## src/pkg/sem_host_cfg.svh

```systemverilog
// Constants for the semaphore flag controller.
`ifndef SEM_HOST_CFG_SVH
`define SEM_HOST_CFG_SVH

`define SEM_FLAG_COUNT 8
`define SEM_INDEX_W 3
`define SEM_LAST_INDEX 3'h7
`define SEM_DATA_W 16
`define SEM_CLK_PERIOD_NS 40
`define SEM_ACCESS_NS 55
`define SEM_ACCESS_CYC ((`SEM_ACCESS_NS + `SEM_CLK_PERIOD_NS - 1) / `SEM_CLK_PERIOD_NS)
`define SEM_FLAG_FREE 1'h1
`define SEM_FLAG_TAKE 1'h0

`endif

```

## src/pkg/sem_host_pkg.sv

```systemverilog
// Types for the semaphore flag controller.
`include "sem_host_cfg.svh"

package sem_host_pkg;

    typedef enum logic {
        cmd_acquire,
        cmd_release
    } sem_cmd_t;

    typedef enum {
        cyc_idle,
        cyc_active,
        cyc_recover
    } cycle_state_t;

    typedef enum {
        st_init,
        st_idle,
        st_acq_wr,
        st_acq_rd,
        st_rel_wr
    } host_state_t;

endpackage : sem_host_pkg

```

## src/pkg/sem_cycle_if.sv

```systemverilog
// Request and answer signals for one semaphore bus cycle.
`timescale 1ns/10ps
`default_nettype none
`include "sem_host_cfg.svh"

interface sem_cycle_if;
    logic req;
    logic write;
    logic [`SEM_INDEX_W-1:0] index;
    logic wdata;
    logic ready;
    logic ack;
    logic rdata;

    modport ctrl (
        output req,
        output write,
        output index,
        output wdata,
        input ready,
        input ack,
        input rdata
    );

    modport unit (
        input req,
        input write,
        input index,
        input wdata,
        output ready,
        output ack,
        output rdata
    );
endinterface : sem_cycle_if

`default_nettype wire

```

## src/rtl/sem_bus_cycle.sv

```systemverilog
// Pin sequencer that runs one semaphore read or write cycle.
`timescale 1ns/10ps
`default_nettype none
`include "sem_host_cfg.svh"

module sem_bus_cycle (
    input wire logic i_clk,
    input wire logic i_srst,
    sem_cycle_if.unit cyc,
    output logic o_sem_n,
    output logic [`SEM_INDEX_W-1:0] o_flag_index_lines,
    output logic o_oe_n,
    output logic o_rw_n,
    output logic [`SEM_DATA_W-1:0] o_data,
    output logic o_data_oe,
    input wire logic [`SEM_DATA_W-1:0] i_data
);

    // ----------------------------------------------------------------
    // Cycle sequencing
    // ----------------------------------------------------------------
    sem_host_pkg::cycle_state_t state;
    logic [3:0] count;

    assign cyc.ready = (state == sem_host_pkg::cyc_idle);

    // Static memory cycle.
    always_ff @(posedge i_clk) begin
        if (i_srst) begin
            state <= sem_host_pkg::cyc_idle;
            count <= 4'h0;
            o_sem_n <= 1'h1;
            o_oe_n <= 1'h1;
            o_rw_n <= 1'h1;
            o_data_oe <= 1'h0;
            o_data <= 16'h0000;
            o_flag_index_lines <= 3'h0;
            cyc.ack <= 1'h0;
            cyc.rdata <= 1'h1;
        end else begin
            cyc.ack <= 1'h0;
            unique case (state)
                sem_host_pkg::cyc_idle: begin
                    if (cyc.req) begin
                        state <= sem_host_pkg::cyc_active;
                        count <= 4'h0;
                        o_sem_n <= 1'h0;
                        o_flag_index_lines <= cyc.index;
                        o_rw_n <= ~cyc.write;
                        o_oe_n <= cyc.write;
                        o_data_oe <= cyc.write;
                        o_data <= {`SEM_DATA_W{cyc.wdata}};
                    end
                end
                sem_host_pkg::cyc_active: begin
                    count <= count + 4'h1;
                    if (count == 4'(`SEM_ACCESS_CYC - 1)) begin
                        state <= sem_host_pkg::cyc_recover;
                        cyc.ack <= 1'h1;
                        if (!o_oe_n) begin
                            cyc.rdata <= i_data[0];
                        end
                        // Deselect between reads.
                        o_sem_n <= 1'h1;
                        o_oe_n <= 1'h1;
                        o_rw_n <= 1'h1;
                    end
                end
                sem_host_pkg::cyc_recover: begin
                    o_data_oe <= 1'h0;
                    state <= sem_host_pkg::cyc_idle;
                end
            endcase
        end
    end

    // ----------------------------------------------------------------
    // Checks
    // ----------------------------------------------------------------
    property p_strobe_in_space;
        @(posedge i_clk) disable iff (i_srst)
        (!o_oe_n || !o_rw_n) |-> !o_sem_n;
    endproperty
    a_strobe_in_space: assert property (p_strobe_in_space) else $error("Strobe outside semaphore select.");

    property p_deselect_after;
        @(posedge i_clk) disable iff (i_srst)
        cyc.ack |-> o_sem_n && o_oe_n ##1 o_sem_n;
    endproperty
    a_deselect_after: assert property (p_deselect_after) else $error("No deselect between cycles.");

endmodule : sem_bus_cycle

`default_nettype wire

```

## src/rtl/sem_host.sv

```systemverilog
// Controller that acquires and releases semaphore flags of a dual-port memory.
// ------------------------------------------------------------------------
// Summary of operation
// Device holds eight flags apart from memory.
// Write zero requests, write one releases.
// Select low, then ordinary read/write strobes.
// Device decodes only three index lines.
// Device uses only lowest data bit.
// Winner reads zero, other side reads one.
// Only holder changes a held flag.
// Holder writing one frees the flag.
// Loser's zero waits in its request latch.
// Pending request takes over on release.
// Read flag spreads over all data bits.
// Read value frozen while read is active.
// Deselect between repeated polling reads.
// Acquire writes zero, then reads back.
// After failure, poll or withdraw with one.
// First zero latch owns until written one.
// Simultaneous requests granted to one port.
// Write one to all flags at start.
// Device flags unknown until written one.
// ------------------------------------------------------------------------
`timescale 1ns/10ps
`default_nettype none
`include "sem_host_cfg.svh"

module sem_host (
    input wire logic i_clk,
    input wire logic i_srst,
    input wire logic i_cmd_valid,
    input wire sem_host_pkg::sem_cmd_t i_cmd,
    input wire logic [`SEM_INDEX_W-1:0] i_cmd_index,
    input wire logic i_wait_on_fail,
    input wire logic i_cancel,
    output logic o_cmd_ready,
    output logic o_done,
    output logic o_granted,
    output logic [`SEM_FLAG_COUNT-1:0] o_held,
    output logic o_sem_n,
    output logic [`SEM_INDEX_W-1:0] o_flag_index_lines,
    output logic o_oe_n,
    output logic o_rw_n,
    output logic [`SEM_DATA_W-1:0] o_data,
    output logic o_data_oe,
    input wire logic [`SEM_DATA_W-1:0] i_data
);

    // ------------------------------------------------------------------------
    // Bus cycle unit
    // ------------------------------------------------------------------------
    sem_cycle_if cyc ();

    sem_bus_cycle u_cycle (
        .i_clk(i_clk),
        .i_srst(i_srst),
        .cyc(cyc),
        .o_sem_n(o_sem_n),
        .o_flag_index_lines(o_flag_index_lines),
        .o_oe_n(o_oe_n),
        .o_rw_n(o_rw_n),
        .o_data(o_data),
        .o_data_oe(o_data_oe),
        .i_data(i_data)
    );

    // ------------------------------------------------------------------------
    // Sequencing state
    // ------------------------------------------------------------------------
    sem_host_pkg::host_state_t state;
    logic [`SEM_INDEX_W-1:0] cur_index;
    logic pending;
    logic [3:0] init_writes;
    logic fail;

    assign fail = (state == sem_host_pkg::st_acq_rd) && cyc.ack && cyc.rdata;
    assign o_cmd_ready = (state == sem_host_pkg::st_idle);
    assign cyc.req = !pending && (state != sem_host_pkg::st_idle);
    assign cyc.write = (state != sem_host_pkg::st_acq_rd);
    assign cyc.index = cur_index;
    // Zero requests, one releases.
    assign cyc.wdata = (state == sem_host_pkg::st_acq_wr) ? `SEM_FLAG_TAKE : `SEM_FLAG_FREE;

    always_ff @(posedge i_clk) begin
        if (i_srst) begin
            pending <= 1'h0;
        end else if (cyc.ack) begin
            pending <= 1'h0;
        end else if (cyc.req && cyc.ready) begin
            pending <= 1'h1;
        end
    end

    always_ff @(posedge i_clk) begin
        if (i_srst) begin
            state <= sem_host_pkg::st_init;
            cur_index <= 3'h0;
        end else begin
            unique case (state)
                // Free every flag.
                sem_host_pkg::st_init: begin
                    if (cyc.ack) begin
                        cur_index <= cur_index + 3'h1;
                        if (cur_index == `SEM_LAST_INDEX) begin
                            state <= sem_host_pkg::st_idle;
                        end
                    end
                end
                sem_host_pkg::st_idle: begin
                    if (i_cmd_valid) begin
                        cur_index <= i_cmd_index;
                        state <= (i_cmd == sem_host_pkg::cmd_acquire) ? sem_host_pkg::st_acq_wr :
                            sem_host_pkg::st_rel_wr;
                    end
                end
                // Write before read.
                sem_host_pkg::st_acq_wr: begin
                    if (cyc.ack) begin
                        state <= sem_host_pkg::st_acq_rd;
                    end
                end
                sem_host_pkg::st_acq_rd: begin
                    if (cyc.ack) begin
                        // Poll again or withdraw.
                        if (!cyc.rdata) begin
                            state <= sem_host_pkg::st_idle;
                        end else if (!i_wait_on_fail || i_cancel) begin
                            state <= sem_host_pkg::st_rel_wr;
                        end
                    end
                end
                sem_host_pkg::st_rel_wr: begin
                    if (cyc.ack) begin
                        state <= sem_host_pkg::st_idle;
                    end
                end
            endcase
        end
    end

    // ------------------------------------------------------------------------
    // Results
    // ------------------------------------------------------------------------
    always_ff @(posedge i_clk) begin
        if (i_srst) begin
            o_done <= 1'h0;
            o_granted <= 1'h0;
            o_held <= 8'h00;
        end else begin
            o_done <= 1'h0;
            if (state == sem_host_pkg::st_acq_rd && cyc.ack && !cyc.rdata) begin
                o_done <= 1'h1;
                o_granted <= 1'h1;
                o_held[cur_index] <= 1'h1;
            end else if (state == sem_host_pkg::st_rel_wr && cyc.ack) begin
                o_done <= 1'h1;
                o_granted <= 1'h0;
                o_held[cur_index] <= 1'h0;
            end
        end
    end

    always_ff @(posedge i_clk) begin
        if (i_srst) begin
            init_writes <= 4'h0;
        end else if (state == sem_host_pkg::st_init && cyc.ack) begin
            init_writes <= init_writes + 4'h1;
        end
    end

    // ------------------------------------------------------------------------
    // Checks
    // ------------------------------------------------------------------------
    property p_write_value;
        @(posedge i_clk) disable iff (i_srst)
        (!o_sem_n && !o_rw_n) |-> o_data_oe && ((o_data == 16'h0000) == (state == sem_host_pkg::st_acq_wr));
    endproperty
    a_write_value: assert property (p_write_value) else $error("Wrong semaphore write value.");

    property p_write_then_read;
        @(posedge i_clk) disable iff (i_srst)
        (state == sem_host_pkg::st_acq_rd && $past(state) != sem_host_pkg::st_acq_rd) |->
            $past(state) == sem_host_pkg::st_acq_wr;
    endproperty
    a_write_then_read: assert property (p_write_then_read) else $error("Acquire read without prior write.");

    property p_fail_followup;
        @(posedge i_clk) disable iff (i_srst)
        fail |=> (state == sem_host_pkg::st_acq_rd || state == sem_host_pkg::st_rel_wr) ##[1:6] cyc.ack;
    endproperty
    a_fail_followup: assert property (p_fail_followup) else $error("Failed request left hanging.");

    property p_init_all;
        @(posedge i_clk) disable iff (i_srst)
        o_cmd_ready |-> init_writes == 4'h8;
    endproperty
    a_init_all: assert property (p_init_all) else $error("Ready before all flags freed.");

    property p_poll_deselect;
        @(posedge i_clk) disable iff (i_srst)
        (state == sem_host_pkg::st_acq_rd && cyc.ack) |-> o_sem_n [*2];
    endproperty
    a_poll_deselect: assert property (p_poll_deselect) else $error("Select held across polls.");

    c_grant: cover property (@(posedge i_clk) disable iff (i_srst) o_done && o_granted);
    c_poll: cover property (@(posedge i_clk) disable iff (i_srst) fail ##1 state == sem_host_pkg::st_acq_rd);
    c_withdraw: cover property (@(posedge i_clk) disable iff (i_srst) fail ##1 state == sem_host_pkg::st_rel_wr);
    c_release: cover property (@(posedge i_clk) disable iff (i_srst) o_done && !o_granted);

endmodule : sem_host

`default_nettype wire

```

## config.mk

```make
export PLATFORM = sky130hd
export DESIGN_NAME = sem_host
export DESIGN_NICKNAME = d
export VERILOG_FILES = /design/src/pkg/sem_host_pkg.sv /design/src/pkg/sem_cycle_if.sv /design/src/rtl/sem_bus_cycle.sv /design/src/rtl/sem_host.sv
export VERILOG_INCLUDE_DIRS = /design/src /design/src/pkg
export SDC_FILE = /design/constraint.sdc
export NUM_CORES = 1
export LEC_CHECK = 0
export ABC_AREA = 1
export BUFFER_PORTS_ARGS = -buffer_cell sky130_fd_sc_hd__buf_2
export CELL_PAD_IN_SITES_DETAIL_PLACEMENT = 0
export CELL_PAD_IN_SITES_GLOBAL_PLACEMENT = 1
export CORE_UTILIZATION = 30
export CTS_BUF_LIST = sky130_fd_sc_hd__clkbuf_16
export DETAILED_ROUTE_END_ITERATION = 8
export GPL_TIMING_DRIVEN = 1
export HOLD_SLACK_MARGIN = 0.1
export PLACE_DENSITY_LB_ADDON = 0.1
export SYNTH_ARGS = -nofsm -noshare
export SYNTH_HDL_FRONTEND = slang
export SYNTH_HIERARCHICAL = 1
export SYNTH_SLANG_ARGS = --single-unit
```

## constraint.sdc

```tcl
create_clock -name i_clk -period 2.85 [get_ports i_clk]
set_input_delay 0 -clock i_clk [delete_from_list [all_inputs] [get_ports i_clk]]
set_output_delay 0 -clock i_clk [all_outputs]
set_load 0.02 [all_outputs]
```

# Word-level counts from Yosys, hierarchy flattened
# Index checks and enable logic that the tools add are counted.
# W data, S select, Z words.
# word_totals
output_inout_bits	34
ramBits	0
elab_cells	112
in_bits	25
mem_count	0
latch_bits	0
regBits	92
mem_bits_ro	0
# classes
add_sub_neg	2
n_reduce_logical	27
bitwise	6
order_cmp	2
mul	0
n_div	0
shift	0
eq_ne	23
mux	36
# ops
operator	count
$mux W32	10
$pmux W32 S5	1
$eq A32 B2 Y1 const B	4
$eq A32 B3 Y1 const B	3
$logic_not A32 Y1	3
$pmux W32 S3	1
$eq A32 B1 Y1 const B	2
$eq A32 B4 Y1 const B	1
$ne A32 B2 Y1 const B	1
$ne A32 B3 Y1 const B	1
$mux W8	2
$mux W1	11
$ne A2 B1 Y1 const B	5
$mux W3	3
$reduce_and A3 Y1	3
$and A8 B8 Y8	1
$not A8 Y8	1
$or A8 B8 Y8	1
$pmux W1 S2	4
$pmux W4 S2	1
$reduce_and A2 Y1	4
$reduce_bool A2 Y1	4
$reduce_and A7 Y1	1
$logic_and A1 B1 Y1	6
15 further kinds	22

# Depth between registers and ports, before layout
# Gate-level depths: netlist of run 1.
# logic_depth
ltp_word	8
mapped_depth	11
ltp_nobuf	11

# Hierarchy
# Netlist of run 1, hierarchy kept.
# modules_own_cells
mod	cells_per_inst	seq_area_each_um2	area_each_um2	instances
sem_host	138	340.3	930.9	1
sem_bus_cycle	108	320.3	829.5	1

# Least setup slack after synthesis of run 1
# Ideal clock, no wire load.
# synth_timing
path_type	reg-to-reg
start	register state[1]
end	register u_cycle.count[1]
slack_ps	1244
synth_period_minus_slack_ps	1606
setup_ps	115
n_path_buf	0
required_ps	2735
arrival_time_ps	1491
stages_incl_launch_ff	10
path_cell_list	dfxtp_1 inv_2 nand2_2 inv_2 or2_2 inv_1 nand2_4 o21ai_4 nor2_1 o21a_1
# synth_between
elab_chain_cells	4
# synth_lines
element	line_no	text
from (decl)	sem_host.sv:70	sem_host_pkg::host_state_t state;
from (signal assigned)	sem_host.sv:96	state <= sem_host_pkg::st_init;
from (signal assigned)	sem_host.sv:105	state <= sem_host_pkg::st_idle;
from (signal assigned)	sem_host.sv:112	state <= (i_cmd == sem_host_pkg::cmd_acquire) ? sem_host_pkg::st_acq_wr :
$ne A32 B2 Y1	sem_host.sv:78	assign cyc.req = !pending && (state != sem_host_pkg::st_idle);
$logic_and A1 B1 Y1	sem_host.sv:78	
net cyc.req	sem_cycle_if.sv:7	logic req;
$ne A2 B2 Y1 (no line)	n/a	
$reduce_and A2 Y1 (no line)	n/a	
to (signal assigned)	sem_bus_cycle.sv:56	count <= count + 4'h1;
to (decl)	sem_bus_cycle.sv:23	logic [3:0] count;
# The timed path passes the listed nets, and every way through them passes these cells.
# A chain may end at the register's enable or synchronous reset.

# Final worst setup path of run 1
# layout_timing
start	register state[2]
end	register u_cycle.o_oe_n
# layout_between
elab_chain_cells	4
word_cells_on_any_way	7
cone_classes	3 x eq/ne; 2 x mux; 2 x reduce/logical
# layout_lines
element	line_no	text
$ne A32 B2 Y1	sem_host.sv:78	
$logic_and A1 B1 Y1	sem_host.sv:78	
net cyc.req	sem_cycle_if.sv:7	
$ne A2 B2 Y1 (no line)	n/a	
$reduce_and A3 Y1 (no line)	n/a	
to (signal assigned)	sem_bus_cycle.sv:50	o_oe_n <= cyc.write;
to (decl)	sem_bus_cycle.sv:12	output logic o_oe_n,
# The timed path passes the listed nets, and every way through them passes these cells. The select of a mux whose other input is x is not followed.

==> results of run 1 <==
-- routing by layer --
metal  up-vias  share of wire  GRT usage
met5         -              0          0
met4         0          0.017     0.0611
met3         7          0.040     0.0360
met2        36           0.43      0.220
met1       717           0.52      0.183
li1        862              -          -
-- area by class of cell --
cell class | count | share of cell area
Clock buffer | 5 | 0.0587
Tap cell | 72 | 0.0423
Clock inverter | 2 | 0.00352
Timing Repair Buffer | 48 | 0.124
Sequential cell | 33 | 0.310
Multi-Input combinational cell | 167 | 0.408
Inverter | 30 | 0.0528
-- cell families after synthesis --
group | share of synthesized area
AO/OA/AOI/OAI | 0.135
AND/OR/NAND/NOR | 0.310
flip-flops | 0.375
adder cells (fa/ha/maj) | 0.0497
buffers and inverters | 0.130
-- worst paths after layout --
path	slack, ns	endpoint	cells past startpoint	from
max reg2reg	1.06	u_cycle/o_oe_n	10	state[2]
max	1.06	u_cycle/o_oe_n	10	state[2]
min reg2reg	0.46	u_cycle/o_rw_n	2	u_cycle/o_rw_n
min	0.13	u_cycle/cyc.ack	2	i_srst
-- cells in the final DEF, fill, tap and decap left out, types with 5 or more instances in the layout --
cell / instances
a21oi_1: 20
buf_2: 43
clkbuf_16: 5
dfxtp_1: 33
dlygate4sd3_1: 5
ha_1: 7
inv_1: 24
inv_2: 6
nand2_1: 46
nand3_1: 27
nor2_1: 30
o21ai_0: 15
-- cell usage after synthesis, types with 3 or more instances --
cell type,n,area share
a21oi_1,20,0.057
buf_4,15,0.064
dfxtp_1,33,0.38
ha_1,7,0.050
inv_1,23,0.049
inv_2,6,0.013
nand2_1,46,0.098
nand2_2,4,0.014
nand3_1,27,0.077
nor2_1,30,0.064
o21a_1,3,0.013
o21ai_0,15,0.043
-- power by group --
| part | leakage, nW | internal [mW] | switching, mW |
|---|---|---|---|
| logic | 0.737 | 0.200 | 0.404 |
| clock network | 0.0685 | 0.312 | 0.181 |
| registers | 0.269 | 0.536 | 0.0639 |
| total | 1.07 | 1.05 | 0.649 |
-- critical path, cell delays in order, from the launching register on --
cell and delay [ns]:
dfxtp_1 0.47, nor2_4 0.11, nand2_2 0.14, inv_2 0.08
or2_2 0.27, inv_1 0.11, nand2_4 0.09, o21ai_4 0.14
nand2_2 0.11, nand2_1 0.07, nand3_1 0.06
==> flow_summary.json, run 1 <==
{
  "status": "complete, no violations",
  "regArea_um2": 661,
  "ir_drop_mv": 0.327,
  "syn_area_um2": 1760,
  "cts_buffer_depth": 2,
  "final_area_um2": 2130,
  "final.setup.tns_ns": 0,
  "wire_per_inst_um": 11.0,
  "multi_input_area_um2": 871,
  "root_buffer": "clkbuf_16",
  "grt_usage": 0.141,
  "crit_type": "flip-flop to flip-flop",
  "drt-initial-drc-count": 64,
  "layoutNonFillerInstCount": 357,
  "place_hpwl_mm": 2.90,
  "cp-start-kind": "flip-flop",
  "die-area_um2": 6180,
  "insertedDiodeCount": 0,
  "antenna_left": 0,
  "synth_edf_count": 0,
  "io_pins": 59,
  "grt_pass1_vias": 1435,
  "post_cts_buffers": 0,
  "antenna_found_initial": 0,
  "clkSinkCount": 33,
  "ys_types": 25,
  "drv_slew": 0,
  "cts_resized": 0,
  "drive_gt1_frac": 0.235,
  "yosys_warnings": 6,
  "initial_core_util": 0.316,
  "total_power_mw": 1.70,
  "cts_buffers": 5,
  "syn_inst": 246,
  "syn_nets": 278,
  "slew_headroom": 0.671,
  "min_period_over_period": 0.628,
  "ys_seq_elements": 33,
  "post-place-ws_ns": 1.07,
  "grt_max_degree": 19,
  "finalClockSkew_ns": 0.00139,
  "via_count": 1622,
  "maxCapViolations": 0,
  "max_freq_ghz": 0.559,
  "tightest_slew_ns": 0.493,
  "grt.overflow.total": 0,
  "postRouteWirelength_mm": 3.93,
  "nNetsFinal": 317,
  "placedCellCount": 345,
  "syn_avg_cell_area_um2": 7.16,
  "synth-main-ff-cell": "dfxtp_1",
  "firstDrtPassIters": 4,
  "synth-async-reset-ratio": 0,
  "rows": 27,
  "nFillCells": 623,
  "hold_violations": 0,
  "place.gp.congestion": 0.761,
  "seq_area_frac_synth": 0.375,
  "core_area_um2": 5570,
  "cts_htree_levels": 2,
  "crit_path_end_kind": "flip-flop",
  "clkTransAtPathRegs_ns": 0.05,
  "crit_required_ns": 3.00,
  "finalCriticalPeriod_ns": 1.79,
  "power_density_nw_per_um2": 796,
  "port_buffers": 43,
  "cp_max_fo": 9,
  "placed_cell_area_um2": 1950,
  "die_x_um": 78.6,
  "clk_latency_ns": 0.27,
  "final-setup-viol-count": 0,
  "cp.arrival_ns": 1.94,
  "rsz0062_at_grt": "no",
  "drc": 0,
  "fin_util": 0.382,
  "vias_per_cell": 4.54,
  "chipHeight_um": 78.6,
  "fin_ws_ns": 1.06,
  "power_leakage_nw": 1.07,
  "hold_class": "primary input to flip-flop",
  "holdBufCountCts": 5,
  "cts_tree": "yes",
  "area_growth_pct": 21.1,
  "grt_pass1_wl_mm": 6.76,
  "hold_ws_ns": 0.131
}
Note: power is estimated with default switching activity, not from simulation.
==> run 2, diff against run 1 <==
--- a/config.mk
+++ b/config.mk
@@ -6,7 +6,7 @@
 export SDC_FILE = /design/constraint.sdc
 export NUM_CORES = 1
 export LEC_CHECK = 0
-export ABC_AREA = 1
+export ABC_AREA = 0
 export BUFFER_PORTS_ARGS = -buffer_cell sky130_fd_sc_hd__buf_2
 export CELL_PAD_IN_SITES_DETAIL_PLACEMENT = 0
 export CELL_PAD_IN_SITES_GLOBAL_PLACEMENT = 1
==> constraint.sdc (replaced) <==
create_clock -name i_clk -period 1.73 [get_ports i_clk]
set_input_delay 0 -clock i_clk [delete_from_list [all_inputs] [get_ports i_clk]]
set_output_delay 0 -clock i_clk [all_outputs]
set_load 0.02 [all_outputs]
==> flow_summary.json, run 2 <==
{
  "finalClockSkew_ns": 0.00275,
  "cts_buffer_depth": 2,
  "status": "complete, no violations",
  "core_area_um2": 5510,
  "clkTransAtPathRegs_ns": 0.05,
  "wire_per_inst_um": 12.7,
  "synth_top_area_cell": "dfxtp_1",
  "power_leakage_nw": 0.910,
  "syn_inst": 202,
  "syn_nets": 234,
  "drive_gt1_frac": 0.265,
  "cts_buffers": 5,
  "reg2reg_depth": 5,
  "grt_max_degree": 18,
  "die-area_um2": 6010,
  "grt_usage": 0.145,
  "crit_path_end_kind": "flip-flop",
  "power_density_nw_per_um2": 1270,
  "drv_slew": 0,
  "tightest_slew_ns": 0.404,
  "multi_input_area_um2": 877,
  "synth_edf_count": 0,
  "ys_seq_elements": 33,
  "crit_chain": "inv_1, ha_1, nor2b_1, or4_1, a31oi_1",
  "hold_end": "state[1]",
  "grt_pass1_vias": 1287,
  "nNetsFinal": 280,
  "hold_violations": 0,
  "yosysMostFrequentCell": "dfxtp_1",
  "layout_common_cells": "buf_2, dfxtp_1, nand2_1",
  "clkSinkCount": 33,
  "placedCellCount": 307,
  "place_hpwl_mm": 3.04,
  "synth-main-ff-cell": "dfxtp_1",
  "root_buffer": "clkbuf_16",
  "grt_pass1_wl_mm": 6.62,
  "die_x_um": 77.5,
  "critPathSlowestCell": "or4_1",
  "nFillCells": 571,
  "via_count": 1574,
  "holdCritStartpoint": "i_wait_on_fail",
  "ff2ff_setup_slack_ns": 0.14,
  "timing.rr.end": "u_cycle/count[3]",
  "min_path_cells": 4,
  "hold_class": "primary input to flip-flop",
  "cts_tree": "yes",
  "drc": 0,
  "cp-start-kind": "flip-flop",
  "place.gp.congestion": 0.784,
  "ir_drop_mv": 0.534,
  "syn_area_um2": 1710,
  "yosys-top-cells-count": "dfxtp_1, nand2_1, buf_4, a21oi_1, nor2_1",
  "crit_required_ns": 1.93,
  "rsz0062_at_grt": "no",
  "firstDrtPassIters": 4,
  "layoutNonFillerInstCount": 321,
  "antenna_left": 0,
  "critPathMaxStageDelay_ns": 0.46,
  "chipHeight_um": 77.5,
  "ys_types": 42,
  "cp_max_fo": 7,
  "finalCriticalPeriod_ns": 1.59,
  "syn_avg_cell_area_um2": 8.47,
  "final.setup.tns_ns": 0,
  "maxCapViolations": 0,
  "antenna_found_initial": 0,
  "crit_type": "flip-flop to flip-flop",
  "r2r_start": "u_cycle/state[0]",
  "min_period_over_period": 0.917,
  "regArea_um2": 661,
  "post_cts_buffers": 0,
  "io_pins": 59,
  "vias_per_cell": 4.90,
  "grt.overflow.total": 0,
  "slew_headroom": 0.730,
  "drt-initial-drc-count": 57,
  "synth-async-reset-ratio": 0,
  "postRouteWirelength_mm": 4.08,
  "cp.arrival_ns": 1.78,
  "seq_area_frac_synth": 0.386,
  "rows": 27,
  "cts_htree_levels": 2,
  "synth_top_area_frac": 0.386,
  "final-setup-viol-count": 0,
  "yosys_warnings": 6,
  "clk_latency_ns": 0.27,
  "synthTopCellsByArea": "dfxtp_1, buf_4, ha_1, a21oi_1, nand2_1",
  "max_freq_ghz": 0.630,
  "insertedDiodeCount": 0,
  "area_growth_pct": 26.5,
  "port_buffers": 43,
  "layout_commonest_cell": "buf_2",
  "initial_core_util": 0.311
}
-- run 2: cell types whose count changed in the layout (fill, tap and decap cells not counted), moves of 7 or more --
cell / before / now
nand3_1: 27 / 4
nand2b_1: 0 / 7
buf_4: 0 / 12
nand2_1: 46 / 19
nor2_1: 30 / 13
inv_1: 24 / 7
-- run 2: critical path, delay by kind of cell, from the launching register on --
family / cells / cell delay (ns)
simple gates: 2 / 0.64
flops: 1 / 0.34
fa+ha+maj: 1 / 0.28
compound gates: 1 / 0.18
buf+inv: 1 / 0.08
-- run 2: through the flow --
step           setup slack [ns]   util  power [mW]  cell area (um2)  hold slack, ns
3_5_place_dp              0.156  0.356        1.92             1960           0.252
5_1_grt                  0.0258  0.393        2.94             2160           0.150
6_report                  0.144  0.393        2.75             2160           0.143
4_1_cts                   0.116  0.392        2.78             2160           0.142
2_1_floorplan           0.00748      -        1.74             1710          0.0965
3_3_place_gp              0.165  0.356        1.90             1960           0.242
-- run 2: cell families after synthesis --
group	after synthesis	share of synthesized area
muxes	4	0.0234
DFF	33	0.386
AOI/OAI and AO/OA	56	0.215
and+or+nand+nor	71	0.220
adders and majority gates	7	0.0512
buffers and inverters	31	0.105
-- run 2: layer usage --
metal  global-route usage  wire length [um]
met4               0.0566                46
met5                    0                 0
met3               0.0424               167
met1                0.207              2140
met2                0.202              1720
-- run 2: cell type report --
class / instances / area share
Sequential cell: 33 / 0.305
Tap cell: 72 / 0.0416
Clock buffer: 5 / 0.0578
Multi-Input combinational cell: 138 / 0.405
Timing Repair Buffer: 61 / 0.169
Inverter: 9 / 0.0156
Clock inverter: 3 / 0.00578
-- run 2: what timing repair did --
action,4_1_cts,5_1_grt
endpoints found under the setup margin,0,2
hold endpoints to repair,8,0
resized for setup,0,3
hold buffers,6,0
-- run 2: worst max-delay path by stage --
stage                                start  cells after the start               end  slack [ns]
final                     u_cycle/state[0]                      5  u_cycle/count[3]        0.14
after global routing              state[0]                      7  u_cycle/count[3]        0.03
after detailed placement  u_cycle/state[1]                      5  u_cycle/count[3]        0.16
after CTS                 u_cycle/state[1]                      5  u_cycle/count[3]        0.12
after global placement    u_cycle/state[1]                      5  u_cycle/count[3]        0.17
after floorplan                   state[1]                      6    u_cycle/o_rw_n       0.007
-- run 2: power by group --
group	switching [mW]	internal [mW]
Clock	0.312	0.520
Combinational	0.605	0.368
Sequential	0.0966	0.847
